$ cat src/design/flash_reset_pkg.sv
package flash_reset_pkg;

  // ----------------------------------------
  // Clock
  // ----------------------------------------
  localparam int unsigned CLK_PERIOD_NS = 40;

  // ----------------------------------------
  // Documented times
  // ----------------------------------------
  localparam int unsigned RESET_MIN_LOW_TIME_NS = 100;
  localparam int unsigned RESET_ABORT_TIME_US = 25;
  localparam int unsigned POWER_VALID_TO_RELEASE_TIME_OLD_US = 90;
  localparam int unsigned POWER_VALID_TO_RELEASE_TIME_NEW_US = 300;
  localparam int unsigned ERASE_TO_SUSPEND_SPACING_US = 500;

  // Least time rounds up, longest time rounds down
  localparam int unsigned RESET_MIN_LOW_CYC =
    (RESET_MIN_LOW_TIME_NS + CLK_PERIOD_NS - 1) / CLK_PERIOD_NS;
  localparam int unsigned RESET_ABORT_CYC = (RESET_ABORT_TIME_US * 1000) / CLK_PERIOD_NS;
  localparam int unsigned POWER_VALID_OLD_CYC =
    (POWER_VALID_TO_RELEASE_TIME_OLD_US * 1000 + CLK_PERIOD_NS - 1) / CLK_PERIOD_NS;
  localparam int unsigned POWER_VALID_NEW_CYC =
    (POWER_VALID_TO_RELEASE_TIME_NEW_US * 1000 + CLK_PERIOD_NS - 1) / CLK_PERIOD_NS;
  localparam int unsigned ERASE_SUSPEND_CYC = (ERASE_TO_SUSPEND_SPACING_US * 1000) / CLK_PERIOD_NS;

  // Abort completes on a shorter internal timebase than its ceiling
  localparam int unsigned ABORT_DONE_CYC = 64;

  // ----------------------------------------
  // Widths and reset values
  // ----------------------------------------
  localparam int unsigned CNT_W = 16;
  localparam logic [7:0] STATUS_RESET_VAL = 8'h80;

  typedef enum logic [1:0] {
    OP_IDLE,
    OP_PROGRAM,
    OP_ERASE
  } op_kind_t;

  typedef struct packed {
    logic ce_n;
    logic oe_n;
    logic we_n;
    logic adv_n;
  } bus_ctrl_t;

  typedef struct packed {
    logic program_start;
    logic erase_start;
    logic erase_resume;
    logic erase_suspend;
    logic op_done;
  } op_cmd_t;

endpackage

$ cat src/design/interval_timer.sv
`timescale 1ns/1ps
module interval_timer (
  // Clock and reset
  input wire logic core_clk_i,
  input wire logic reset_n_i,
  input wire logic clk_en_i,
  // Control
  input wire logic start_i,
  input wire logic [flash_reset_pkg::CNT_W-1:0] load_i,
  // Status
  output logic busy_o,
  output logic done_o
);
  import flash_reset_pkg::*;

  logic [CNT_W-1:0] count_r;

  always_ff @(posedge core_clk_i or negedge reset_n_i) begin
    if (!reset_n_i) begin
      count_r <= '0;
    end else if (clk_en_i) begin
      if (start_i) begin
        count_r <= load_i;
      end else if (count_r != '0) begin
        count_r <= count_r - 1'b1;
      end
    end
  end

  assign busy_o = (count_r != '0);
  assign done_o = (count_r == {{(CNT_W-1){1'b0}}, 1'b1}) && clk_en_i && !start_i;
endmodule

$ cat src/design/flash_reset_sequencer.sv
`timescale 1ns/1ps
// Summary of operation
// - Reset during erase aborts it and settles within 25 us.
// - Reset during program aborts it and settles within 25 us.
// - Reset with no operation running finishes within minimum low time.
// - All control inputs ignored while reset is low.
// - With reset tied high, stay not-ready for power-valid interval.
// - After reset release enter array-read mode, status becomes 0x80.
// - Data and wait outputs undriven while reset is held.
// - Aborted operation marks its word or block content undefined.
module flash_reset_sequencer (
  // Clock and reset
  input wire logic core_clk_i,
  input wire logic reset_n_i,
  input wire logic clk_en_i,
  // Pins from host
  input wire logic rst_pin_n_i,
  input wire logic power_valid_i,
  input wire logic new_process_i,
  input wire flash_reset_pkg::bus_ctrl_t bus_ctrl_i,
  // Internal command decode and engine
  input wire flash_reset_pkg::op_cmd_t op_cmd_i,
  input wire logic [15:0] read_data_i,
  input wire logic wait_i,
  // Pin outputs
  output logic [15:0] dq_o,
  output logic dq_oe_o,
  output logic wait_o,
  output logic wait_oe_o,
  // Status
  output logic ready_o,
  output logic array_read_mode_o,
  output logic [7:0] status_o,
  output logic op_abort_o,
  output logic content_undefined_o,
  output flash_reset_pkg::op_kind_t aborted_kind_o,
  output logic early_suspend_o,
  output logic erase_at_risk_o
);
  import flash_reset_pkg::*;

  // ----------------------------------------
  // Pin synchronisers
  // ----------------------------------------
  logic rst_meta_r, rst_sync_r, pwr_meta_r, pwr_sync_r;
  bus_ctrl_t ctrl_meta_r, ctrl_sync_r;

  always_ff @(posedge core_clk_i or negedge reset_n_i) begin
    if (!reset_n_i) begin
      rst_meta_r <= 1'b0;
      rst_sync_r <= 1'b0;
      pwr_meta_r <= 1'b0;
      pwr_sync_r <= 1'b0;
      ctrl_meta_r <= '1;
      ctrl_sync_r <= '1;
    end else if (clk_en_i) begin
      rst_meta_r <= rst_pin_n_i;
      rst_sync_r <= rst_meta_r;
      pwr_meta_r <= power_valid_i;
      pwr_sync_r <= pwr_meta_r;
      ctrl_meta_r <= bus_ctrl_i;
      ctrl_sync_r <= ctrl_meta_r;
    end
  end

  // ----------------------------------------
  // Sequencer
  // ----------------------------------------
  typedef enum logic [2:0] {
    ST_POWER_WAIT,
    ST_HELD,
    ST_ABORTING,
    ST_RESET_DONE,
    ST_ACTIVE
  } seq_state_t;

  seq_state_t state_r, state_nxt;
  op_kind_t op_r;
  logic tmr_start, tmr_busy, tmr_done;
  logic [CNT_W-1:0] tmr_load;
  logic pwr_seen_r;

  // Intervals measured on the shared timer
  interval_timer u_timer (
    .core_clk_i(core_clk_i),
    .reset_n_i(reset_n_i),
    .clk_en_i(clk_en_i),
    .start_i(tmr_start),
    .load_i(tmr_load),
    .busy_o(tmr_busy),
    .done_o(tmr_done)
  );

  always_ff @(posedge core_clk_i or negedge reset_n_i) begin
    if (!reset_n_i) begin
      pwr_seen_r <= 1'b0;
    end else if (clk_en_i) begin
      pwr_seen_r <= pwr_sync_r;
    end
  end

  always_comb begin
    state_nxt = state_r;
    tmr_start = 1'b0;
    tmr_load = '0;
    case (state_r)
      ST_POWER_WAIT: begin
        // Not ready until the power-valid interval elapses, even if reset is tied high
        if (pwr_sync_r && !pwr_seen_r) begin
          tmr_start = 1'b1;
          tmr_load = new_process_i ? CNT_W'(POWER_VALID_NEW_CYC) : CNT_W'(POWER_VALID_OLD_CYC);
        end else if (pwr_seen_r && !tmr_busy) begin
          state_nxt = rst_sync_r ? ST_ACTIVE : ST_HELD;
        end
      end
      ST_ACTIVE: begin
        if (!rst_sync_r) begin
          tmr_start = 1'b1;
          if (op_r != OP_IDLE) begin
            tmr_load = CNT_W'(ABORT_DONE_CYC);
            state_nxt = ST_ABORTING;
          end else begin
            tmr_load = CNT_W'(RESET_MIN_LOW_CYC);
            state_nxt = ST_ABORTING;
          end
        end
      end
      ST_ABORTING: begin
        if (tmr_done || !tmr_busy) begin
          state_nxt = ST_RESET_DONE;
        end
      end
      ST_RESET_DONE: begin
        if (rst_sync_r) begin
          state_nxt = ST_ACTIVE;
        end
      end
      ST_HELD: begin
        if (rst_sync_r) begin
          state_nxt = ST_ACTIVE;
        end
      end
      default: state_nxt = ST_POWER_WAIT;
    endcase
    if (!pwr_sync_r) begin
      state_nxt = ST_POWER_WAIT;
    end
  end

  always_ff @(posedge core_clk_i or negedge reset_n_i) begin
    if (!reset_n_i) begin
      state_r <= ST_POWER_WAIT;
    end else if (clk_en_i) begin
      state_r <= state_nxt;
    end
  end

  // ----------------------------------------
  // Operation tracking
  // ----------------------------------------
  logic ctrl_live;
  // Commands only count when reset is high and the device is settled
  assign ctrl_live = rst_sync_r && (state_r == ST_ACTIVE);

  always_ff @(posedge core_clk_i or negedge reset_n_i) begin
    if (!reset_n_i) begin
      op_r <= OP_IDLE;
    end else if (clk_en_i) begin
      if (!ctrl_live) begin
        op_r <= OP_IDLE;
      end else if (op_cmd_i.op_done) begin
        op_r <= OP_IDLE;
      end else if (op_cmd_i.erase_start || op_cmd_i.erase_resume) begin
        op_r <= OP_ERASE;
      end else if (op_cmd_i.program_start) begin
        op_r <= OP_PROGRAM;
      end
    end
  end

  // Abort marks content undefined until the next operation starts
  always_ff @(posedge core_clk_i or negedge reset_n_i) begin
    if (!reset_n_i) begin
      content_undefined_o <= 1'b0;
      aborted_kind_o <= OP_IDLE;
    end else if (clk_en_i) begin
      if (state_r == ST_ACTIVE && !rst_sync_r && op_r != OP_IDLE) begin
        content_undefined_o <= 1'b1;
        aborted_kind_o <= op_r;
      end else if (ctrl_live && (op_cmd_i.program_start || op_cmd_i.erase_start)) begin
        content_undefined_o <= 1'b0;
        aborted_kind_o <= OP_IDLE;
      end
    end
  end

  // ----------------------------------------
  // Erase-to-suspend spacing monitor
  // ----------------------------------------
  // Only flagged: the host owns the spacing, the device must still obey
  logic [CNT_W-1:0] susp_cnt_r;
  logic [1:0] early_cnt_r;

  always_ff @(posedge core_clk_i or negedge reset_n_i) begin
    if (!reset_n_i) begin
      susp_cnt_r <= '0;
      early_cnt_r <= '0;
      early_suspend_o <= 1'b0;
    end else if (clk_en_i) begin
      early_suspend_o <= 1'b0;
      if (!ctrl_live || op_cmd_i.erase_start) begin
        early_cnt_r <= '0;
      end
      if (ctrl_live && (op_cmd_i.erase_start || op_cmd_i.erase_resume)) begin
        susp_cnt_r <= CNT_W'(ERASE_SUSPEND_CYC);
      end else if (susp_cnt_r != '0) begin
        susp_cnt_r <= susp_cnt_r - 1'b1;
      end
      if (ctrl_live && op_cmd_i.erase_suspend && susp_cnt_r != '0) begin
        early_suspend_o <= 1'b1;
        if (early_cnt_r != 2'h3) begin
          early_cnt_r <= early_cnt_r + 2'h1;
        end
      end
    end
  end
  assign erase_at_risk_o = (early_cnt_r >= 2'h2);

  // ----------------------------------------
  // Outputs
  // ----------------------------------------
  logic read_en;
  assign read_en = ctrl_live && !ctrl_sync_r.ce_n && !ctrl_sync_r.oe_n && ctrl_sync_r.we_n;

  always_ff @(posedge core_clk_i or negedge reset_n_i) begin
    if (!reset_n_i) begin
      dq_o <= '0;
      dq_oe_o <= 1'b0;
      wait_o <= 1'b0;
      wait_oe_o <= 1'b0;
      status_o <= STATUS_RESET_VAL;
      array_read_mode_o <= 1'b1;
    end else if (clk_en_i) begin
      dq_oe_o <= read_en;
      wait_oe_o <= read_en;
      dq_o <= read_en ? read_data_i : 16'h0000;
      wait_o <= read_en ? wait_i : 1'b0;
      if (state_r != ST_ACTIVE) begin
        status_o <= STATUS_RESET_VAL;
        array_read_mode_o <= 1'b1;
      end else if (op_r != OP_IDLE) begin
        status_o <= 8'h00;
        array_read_mode_o <= 1'b0;
      end else begin
        status_o <= STATUS_RESET_VAL;
      end
    end
  end

  assign ready_o = (state_r == ST_ACTIVE);
  assign op_abort_o = (state_r == ST_ABORTING);

endmodule

$ cat config.mk
export PLATFORM = sky130hd
export DESIGN_NAME = flash_reset_sequencer
export DESIGN_NICKNAME = d
export VERILOG_FILES = /design/src/design/flash_reset_pkg.sv /design/src/design/interval_timer.sv /design/src/design/flash_reset_sequencer.sv
export SDC_FILE = /design/constraint.sdc
export NUM_CORES = 1
export LEC_CHECK = 0
export ABC_AREA = 1
export BUFFER_PORTS_ARGS = -buffer_cell sky130_fd_sc_hd__buf_4
export CAP_MARGIN = 40
export CORE_ASPECT_RATIO = 1.1
export CORE_MARGIN = 5
export CORE_UTILIZATION = 25
export DETAILED_ROUTE_END_ITERATION = 10
export GPL_ROUTABILITY_DRIVEN = 0
export SETUP_SLACK_MARGIN = 0.5
export SYNTH_ARGS = -nofsm -noshare
export SYNTH_HDL_FRONTEND = slang
export SYNTH_HIERARCHICAL = 1
export SYNTH_SLANG_ARGS = --single-unit
$ cat constraint.sdc
create_clock -name core_clk_i -period 4.8 [get_ports core_clk_i]
set_clock_uncertainty 0.2 [all_clocks]
set_input_delay 0.24 -clock core_clk_i [delete_from_list [all_inputs] [get_ports core_clk_i]]
set_output_delay 0.24 -clock core_clk_i [all_outputs]
set_load 0.005 [all_outputs]
Word-level counts from Yosys, hierarchy flattened

Cells that the tools add are included.
Widths: inputs -> output; s select.

Bits in registers: 81
Output and inout bits: 35
Word-level logic and storage cells: 119

Eq/ne operators: 13
Order comparisons: 1
Add/subtract/negate cells: 3
Mux-type cells: 38
Reductions and logical operators: 40

Operator list:

| cell                  | count |
|---|---|
| $mux 16               | 5 |
| $reduce_bool 16->1    | 2 |
| $sub 16x1->16 const B | 2 |
| $mux 13               | 2 |
| $pmux 13 s2           | 1 |
| $mux 3                | 7 |
| $mux 2                | 9 |
| $eq 16x1->1 const B   | 1 |
| $mux 8                | 2 |
| $ne 3x3->1 const B    | 5 |
| $logic_and 1x1->1     | 14 |
| $mux 7                | 2 |
| $pmux 3 s4            | 1 |
| $reduce_and 2->1      | 5 |
| $reduce_bool 2->1     | 5 |
| $mux 1                | 8 |
| $logic_not 1->1       | 7 |
| $eq 3x2->1 const B    | 2 |
| $reduce_and 6->1      | 1 |
| $logic_or 1x1->1      | 4 |
| $ne 4x3->1 const B    | 1 |
| $eq 3x1->1 const B    | 1 |
| $eq 3x3->1 const B    | 1 |
| $logic_not 3->1       | 1 |
| 6 further kinds       | 6 |

Depth between registers and ports, before layout

Gate-level depths: netlist of the first run.

Word-level depth: 10
Gate-level depth with buffers: 16
Gate-level depth less buffers: 14

Cells and area by module

The synthesis of the first run kept the hierarchy.

By module, submodules not included:

| module                | seq. area each (µm²) | area each (µm²) | cells an instance | instances |
|---|---|---|---|---|
| flash_reset_sequencer | 1461.4               | 3032.9          | 393               | 1 |
| interval_timer        | 400.4                | 1285.0          | 202               | 1 |

Least setup slack after synthesis of the first run

OpenSTA, ideal clock, no wires.

Kind: register -> register
Start point: register state_r[0]
End point: register state_r[0]
Arrival time: 2.018 ns
Cell stages (with the launch flop): 17
Setup time: 0.065 ns
Period minus slack after synthesis: 2.284 ns
Required time: 4.535 ns
Path slack: 2.516 ns
Buffers on the path: 2
Cell sequence: dfrtp_1 > inv_2 > nand2_2 > nor2_1 > nand3_1 > nand2_1 > clkbuf_2 > inv_2 > buf_2 > nand4_1 > nor4_1 > nor2_1 > nand3_1 > nand3_1 > nor2_1 > nand2_1 > nand2_1

Word-level cells in the longest chain between the ends: 7
Elaborated cells between the ends (all ways): 18
Those cells by class: 9 x eq/ne; 3 x mux; 6 x reduce/logical

Ends and longest elaborated chain:

| item                                                 | RTL line                     | RTL |
|---|---|---|
| from (decl)                                          | flash_reset_sequencer.sv:77  | `seq_state_t state_r, state_nxt;` |
| from (signal assigned)                               | flash_reset_sequencer.sv:154 | `state_r <= state_nxt;` |
| $eq 3x3->1 / $logic_not 3->1 (equally long branches) | flash_reset_sequencer.sv:106 | `case (state_r)` |
| $pmux 1 s2 *                                         | flash_reset_sequencer.sv:106 |  |
| named net tmr_start                                  | flash_reset_sequencer.sv:79  | `logic tmr_start, tmr_busy, tmr_done;` |
| $logic_not 1->1 *                                    | interval_timer.sv:31         | `assign done_o = (count_r == {{(CNT_W-1){1'b0}}, 1'b1}) && clk_en_i && !start_i;` |
| $logic_and 1x1->1 *                                  | interval_timer.sv:31         |  |
| named net tmr_done                                   | flash_reset_sequencer.sv:79  |  |
| $logic_or 1x1->1 *                                   | flash_reset_sequencer.sv:129 | `if (tmr_done \|\| !tmr_busy) begin` |
| $ne 3x2->1 (no source line) *                        | --                           |  |
| $reduce_and 6->1 (no source line) *                  | --                           |  |

Mark *: on every way through the listed nets, which the timed path passes. The rest lies on a longest branch.
A chain may end at the register's enable or synchronous reset.

Worst setup path in the final report of the first run

Start point: register state_r[0]
End point: register state_r[2]

The elaborated chain is that of the path after synthesis.

==> flow_metrics.env, run 1 <==
export IMPL_status="finished, final reports clean"
export IMPL_via_per_inst=4.14
export IMPL_clockBufferDepth=2
export IMPL_drive_gt1_share_pct=18.8
export IMPL_ys_types=39
export IMPL_ir_worst_vdd_mv=0.150
export IMPL_area_growth_pct=28.0
export IMPL_hold_violations=0
export IMPL_clk_latency_ps=350
export IMPL_grt_pass1_vias=3662
export IMPL_first_pass_iters=4
export IMPL_design_power_total_mw=2.63
export IMPL_yosys_area_top_type="dfrtp_1"
export IMPL_die_area_sq_mm=0.0200
export IMPL_arrival_ps=2800
export IMPL_fin_crit_ps=2710
export IMPL_p_switching_mw=1.07
export IMPL_muxShareOfSynthArea_pct=0
export IMPL_p_comb_share_pct=38.2
export IMPL_synthXorXnorAreaFrac_pct=1.01
export IMPL_syn_area_per_cell_sq_um=7.26
export IMPL_antenna_found_initial=0
export IMPL_clkPwrFrac_pct=25.9
export IMPL_tns_ps=0
export IMPL_avgRoutedWirePerCell_um=11.2
export IMPL_yosys_warnings=6
export IMPL_synth_seq_cells=74
export IMPL_synth_edf_count=0
export IMPL_port_buffers=58
export IMPL_finalSetupViolCount=0
export IMPL_max_slew_worst_pin_slew_ps=543
export IMPL_ant_nets=0
export IMPL_clock_sinks=74
export IMPL_yosys_top_cells_area="dfrtp_1, nand2_1, nor2_1"
export IMPL_holdWs_ps=3.09
export IMPL_min_path_type="in -> reg"
export IMPL_crit_fanout=28
export IMPL_mostFrequentLayoutCells="nand2_1, nor2_1, dfrtp_1, buf_4, nand3_1"
export IMPL_synthCells=595
export IMPL_routed_wl_mm=10.3
export IMPL_drcViolationCount=0
export IMPL_postCtsSetupRepairBufs=0
export IMPL_whs_endpoint="op_r[1]$_DFFE_PN0P_"
export IMPL_synth_top_family_by_area="simple AND/OR/NAND/NOR gates"
export IMPL_slew_headroom_pct=63.7
export IMPL_drv_slew=0
export IMPL_vias=3807
export IMPL_worstSetupStartpointType="flip-flop"
export IMPL_cts_max_level=3
export IMPL_leakagePower_nw=2.84
export IMPL_p_int_mw=1.56
export IMPL_root_buffer="clkbuf_16"
export IMPL_synth_top_area_share_pct=38.2
export IMPL_reg2reg_to="state_r[2]$_DFFE_PN0P_"
export IMPL_die_x_um=135
export IMPL_rr_startpoint="state_r[0]$_DFFE_PN0P_"
export IMPL_synthSimpleGateAreaFrac_pct=41.1
export IMPL_power_density_mw_per_mm2=476
export IMPL_swShare_pct=40.6
export IMPL_nets=717
export IMPL_grtUsageTotal_pct=10.9
export IMPL_timing_fmax_mhz=368
export IMPL_worst_r2r_setup_slack_ps=2090
export IMPL_drv_cap=0
export IMPL_syn_cell_area_sq_mm=0.00432
export IMPL_post_route_util_pct=32.5
export IMPL_fill_cells=1857
export IMPL_critical_path_required_ps=4880
export IMPL_tritoncts="built"
export IMPL_synth_ff_type="dfrtp_1"
export IMPL_ys_seq_area_share_pct=43.1
export IMPL_die_h_um=148
export IMPL_holdCritStartpoint="op_cmd_i[4]"
export IMPL_synthAdderAreaFrac_pct=1.45
export IMPL_end_kind="flip-flop"
export IMPL_start_util_pct=25.4
export IMPL_synthArstFlopShare_pct=100
export IMPL_clkTransAtPathRegs_ps=60
export IMPL_fin_crit_sh_pct=56.5
export IMPL_worstSetupPathType="reg -> reg"
export IMPL_cts_buffers_inserted=9
export IMPL_core_region_area_sq_mm=0.0170
export IMPL_grt_pass1_wl_mm=17.6
export IMPL_io_pins=67
export IMPL_first_iter_violations=170
export IMPL_share_seq_of_total_power_pct=35.9
export IMPL_synth_compound_area_share_pct=5.71
export IMPL_layout_commonest_cell="nand2_1"
export IMPL_place_hpwl_mm=7.38
export IMPL_hold_path_depth=4
export IMPL_gr_total_overflow=0
export IMPL_rsz0062_at_grt="false"
export IMPL_reg2reg_depth=14
export IMPL_cts_hold_buf=24
export IMPL_grt_max_degree=51
export IMPL_cts_resized=0
export IMPL_antennaDiodeCount=0
export IMPL_fp_row_count=50
[routing by layer]
metal  wire [um]  up-vias  global-route usage, %
met5           0        -                      0
li1            -     2024                      -
met1        4730     1705                   13.7
met4         194        0                   3.63
met2        4830       68                   17.3
met3         574       10                   3.74
[logic make-up (layout without fill, tap and decap cells)]
kind of cell,count (synthesis),in the layout
compound gates,46,46
xor+xnor,5,5
fa+ha+maj,5,5
buf+inv,67,145
flops,74,74
other cells,1,13
simple gates,397,397
[flip-flops by register name (all words and copies together) (netlist names), 2 cells and up]
name             cells
dq_o                16
susp_cnt_r          16
u_timer/count_r     16
ctrl_meta_r          3
ctrl_sync_r          3
state_r              3
aborted_kind_o       2
early_cnt_r          2
op_r                 2
[cell type report]
class	instances	area [sq um]	area share, %
tap	234	293	5.30
multi-input combinational	466	2180	39.4
clock inverter	6	68.8	1.25
clock buffer	10	229	4.14
sequential	74	1860	33.7
timing repair buffer	85	733	13.3
inverter	44	165	2.99
[worst max path at each step]
stage | start | to | slack (ps) | depth (start not counted)
2_1_floorplan | state_r[0]$_DFFE_PN0P_ | state_r[0]$_DFFE_PN0P_ | 2520 | 16
3_3_place_gp | state_r[0]$_DFFE_PN0P_ | state_r[2]$_DFFE_PN0P_ | 2100 | 14
3_5_place_dp | state_r[0]$_DFFE_PN0P_ | state_r[1]$_DFFE_PN0P_ | 2070 | 14
4_1_cts | state_r[0]$_DFFE_PN0P_ | state_r[2]$_DFFE_PN0P_ | 2050 | 14
5_1_grt | state_r[0]$_DFFE_PN0P_ | state_r[1]$_DFFE_PN0P_ | 1790 | 14
6_report | state_r[0]$_DFFE_PN0P_ | state_r[2]$_DFFE_PN0P_ | 2090 | 14
[per-stage QoR]
step | worst slack (ps) | instance area [sq um] | cells
4_1_cts | 2050 | 5530 | 919
3_3_place_gp | 2100 | 4930 | 876
3_5_place_dp | 2070 | 4990 | 879
6_report | 2090 | 5530 | 919
5_1_grt | 1790 | 5530 | 919
2_1_floorplan | 2520 | 4360 | 607
[cells in the mapped netlist (all sizes together), types with 2 or more instances]
| library cell | instances |
|---|---|
| inv | 44 |
| xnor2 | 3 |
| nand4 | 5 |
| clkbuf | 5 |
| a21oi | 4 |
| ha | 5 |
| buf | 18 |
| dfstp | 8 |
| xor2 | 2 |
| dfrtp | 66 |
| nand3 | 50 |
| o21ai | 35 |
| nor2 | 83 |
| or2 | 6 |
| nand2 | 242 |
| nand3b | 8 |
[power by group through the flow]
| stage | sequential (mW) | combinational (mW) | clock (mW) |
|---|---|---|---|
| 6_report | 0.944 | 1.01 | 0.680 |
| 2_1_floorplan | 0.909 | 0.801 | 0 |
| 4_1_cts | 0.943 | 1.02 | 0.695 |
| 3_5_place_dp | 0.950 | 0.999 | 0 |
| 5_1_grt | 0.972 | 1.18 | 0.720 |
| 3_3_place_gp | 0.952 | 0.978 | 0 |
[critical path: stages, from the launching register on]
cell     delay, ps
dfrtp_1        390
inv_2           60
nand2_2        120
nor2_1          80
nand3_1        170
nand2_1        220
inv_2          410
nand4_1        140
nor4_1         210
nor2_1          80
nand3_1         80
nand3_1        150
nor2_1         200
nand2_1         70
nand2_1         60
Note: power is estimated with default switching activity, not from simulation.
==> run 2: changes to the inputs <==
==> constraint.sdc (replaced) <==
create_clock -name core_clk_i -period 2.8 [get_ports core_clk_i]
set_clock_uncertainty 0.2 [all_clocks]
set_input_delay 0.14 -clock core_clk_i [delete_from_list [all_inputs] [get_ports core_clk_i]]
set_output_delay 0.14 -clock core_clk_i [all_outputs]
set_load 0.005 [all_outputs]
==> run 2 against run 1 <==
Register-to-register slack got worse by 1400 ps; cell count is 1.2% higher; core utilization increased by 0.88 points; worst hold slack better by 87 ps; global-route usage barely moved; critical path depth shrank 5; flip-flop and latch count is the same; routed wire length grew 1.3%; via count is 2.9% higher; die area is the same; critical path type unchanged; critical endpoint is now early_cnt_r[0]$_DFFE_PN0P_.
==> flow_metrics.env, run 2 (synthesized netlist as in run 1, its figures left out) <==
export IMPL_arrival_ps=2240
export IMPL_fp_row_count=50
export IMPL_drv_cap=0
export IMPL_min_path_type="in -> reg"
export IMPL_postCtsSetupRepairBufs=0
export IMPL_clockBufferDepth=2
export IMPL_core_region_area_sq_mm=0.0170
export IMPL_routed_wl_mm=10.5
export IMPL_whs_endpoint="op_r[1]$_DFFE_PN0P_"
export IMPL_holdCritStartpoint="op_cmd_i[2]"
export IMPL_start_util_pct=25.4
export IMPL_place_area_sq_mm=0.00502
export IMPL_worstSetupPathType="reg -> reg"
export IMPL_cts_max_level=3
export IMPL_final_cells=930
export IMPL_io_pins=67
export IMPL_grt_max_degree=42
export IMPL_avgRoutedWirePerCell_um=11.2
export IMPL_top_layer_used="met4"
export IMPL_hold_path_depth=6
export IMPL_clk_latency_ps=340
export IMPL_grt_pass1_wl_mm=17.7
export IMPL_ant_nets=0
export IMPL_antenna_found_initial=0
export IMPL_slowest_delay_ps=540
export IMPL_grtUsageTotal_pct=10.8
export IMPL_finalSetupViolCount=0
export IMPL_drcViolationCount=0
export IMPL_end_kind="flip-flop"
export IMPL_antennaDiodeCount=0
export IMPL_critical_path_required_ps=2880
export IMPL_reg2reg_depth=9
export IMPL_first_pass_iters=6
export IMPL_place_hpwl_mm=7.56
export IMPL_die_h_um=148
export IMPL_holdWs_ps=90.2
export IMPL_timing_fmax_mhz=463
export IMPL_rr_startpoint="susp_cnt_r[0]$_DFFE_PN0P_"
export IMPL_power_density_mw_per_mm2=814
export IMPL_hold_violations=0
export IMPL_crit_family="buffers and inverters"
export IMPL_die_x_um=135
export IMPL_design_power_total_mw=4.62
export IMPL_vias=3917
export IMPL_max_slew_worst_pin_slew_ps=648
export IMPL_drive_gt1_share_pct=20.8
export IMPL_cts_buffers_inserted=9
export IMPL_cpMaxStageDelayCell="dlygate4sd3_1"
export IMPL_reg2reg_to="early_cnt_r[0]$_DFFE_PN0P_"
export IMPL_cp_buffers_inverters=2
export IMPL_leakagePower_nw=2.91
export IMPL_met3_length_um=552
export IMPL_fin_crit_sh_pct=77.1
export IMPL_drv_slew=0
export IMPL_met2WireLength_mm=4.93
export IMPL_wirelength_met1_mm=4.75
export IMPL_crit_fanout=5
export IMPL_root_buffer="clkbuf_16"
export IMPL_path_cells="inv_1 -> ha_1 -> nand2_2 -> nor2_4 -> nand2_2 -> nand3_1 -> nand3_1 -> nand2_1 -> dlygate4sd3_1"
export IMPL_worst_r2r_setup_slack_ps=640
export IMPL_first_iter_violations=182
export IMPL_nets=728
export IMPL_clkTransAtPathRegs_ps=60
export IMPL_slew_headroom_pct=56.4
export IMPL_area_growth_pct=31.5
export IMPL_mostFrequentLayoutCells="nand2_1, nor2_1, dfrtp_1, buf_4, nand3_1"
export IMPL_fin_crit_ps=2160
export IMPL_design_area_sq_mm=0.00568
export IMPL_clock_sinks=74
export IMPL_via_per_inst=4.21
export IMPL_worstSetupStartpointType="flip-flop"
export IMPL_die_area_sq_mm=0.0200
export IMPL_tns_ps=0
export IMPL_dpl_cell_count=883
export IMPL_port_buffers=58
export IMPL_status="finished, final reports clean"
export IMPL_tritoncts="built"
export IMPL_rsz0062_at_grt="false"
export IMPL_gr_total_overflow=0
export IMPL_grt_pass1_vias=3764
export IMPL_layout_commonest_cell="nand2_1"
export IMPL_ir_worst_vdd_mv=0.300
export IMPL_largestRegisters="dq_o: 16 flops, susp_cnt_r: 16 flops, u_timer/count_r: 16 flops"
-- run 2: cell types whose count changed in the layout (fill, tap and decap cells not counted), sizes merged --
cell	before	now
dlygate4sd3	24	31
buf	61	65
inv	44	46
clkbuf	10	9
clkinvlp	1	0
-- run 2: worst reg2reg max path, delay by kind of cell (launching register included) --
family                   cells  cell delay, ps
buffers and inverters        2             640
flip-flops                   1             380
adder cells (fa/ha/maj)      1             250
AND/OR/NAND/NOR              6             630
-- run 2: area by class of cell --
class                           count  area (sq um)
Timing Repair Buffer               96           831
Inverter                           44           168
Tap cell                          234           293
Multi-Input combinational cell    466          2220
Fill cell                        1807         11300
Sequential cell                    74          1860
Clock buffer                        9           225
Clock inverter                      7          75.1
-- run 2: repair_timing --
action,CTS,global route
pin swaps,0,1
resized for setup,3,15
hold buffers,31,0
setup endpoints to repair,3,4
endpoints found under the hold margin,96,0
-- run 2: how the worst max path moves through the flow --
| stage | endpoint | start | slack (ps) | depth (start not counted) |
|---|---|---|---|---|
| global route | state_r[0]$_DFFE_PN0P_ | u_timer/count_r[0]$_DFFE_PN0P_ | 500 | 12 |
| floorplan | state_r[0]$_DFFE_PN0P_ | state_r[0]$_DFFE_PN0P_ | 520 | 16 |
| global placement | state_r[1]$_DFFE_PN0P_ | u_timer/count_r[0]$_DFFE_PN0P_ | 500 | 13 |
| CTS | state_r[1]$_DFFE_PN0P_ | u_timer/count_r[0]$_DFFE_PN0P_ | 510 | 13 |
| detailed placement | state_r[1]$_DFFE_PN0P_ | state_r[2]$_DFFE_PN0P_ | 470 | 13 |
| finish | early_cnt_r[0]$_DFFE_PN0P_ | susp_cnt_r[0]$_DFFE_PN0P_ | 640 | 9 |
-- run 2: per-stage QoR --
stage | utilization, % | worst slack [ps]
5_1_grt | 33.4 | 495
4_1_cts | 33.1 | 506
3_5_place_dp | 29.5 | 475
6_report | 33.4 | 640
3_3_place_gp | 29.2 | 497
2_1_floorplan | - | 516
-- run 2: routing by layer --
| layer | up-vias | track usage (%) |
|---|---|---|
| li1 | 2050 | - |
| met1 | 1777 | 13.9 |
| met2 | 74 | 17.4 |
| met3 | 16 | 2.55 |
| met4 | 0 | 4.79 |
| met5 | - | 0 |
-- run 2: power breakdown --
group          internal (mW)  total [mW]  switching [mW]
sequential              1.34        1.63           0.289
clock                  0.696        1.18           0.480
combinational          0.708        1.82            1.11
total                   2.74        4.62            1.88
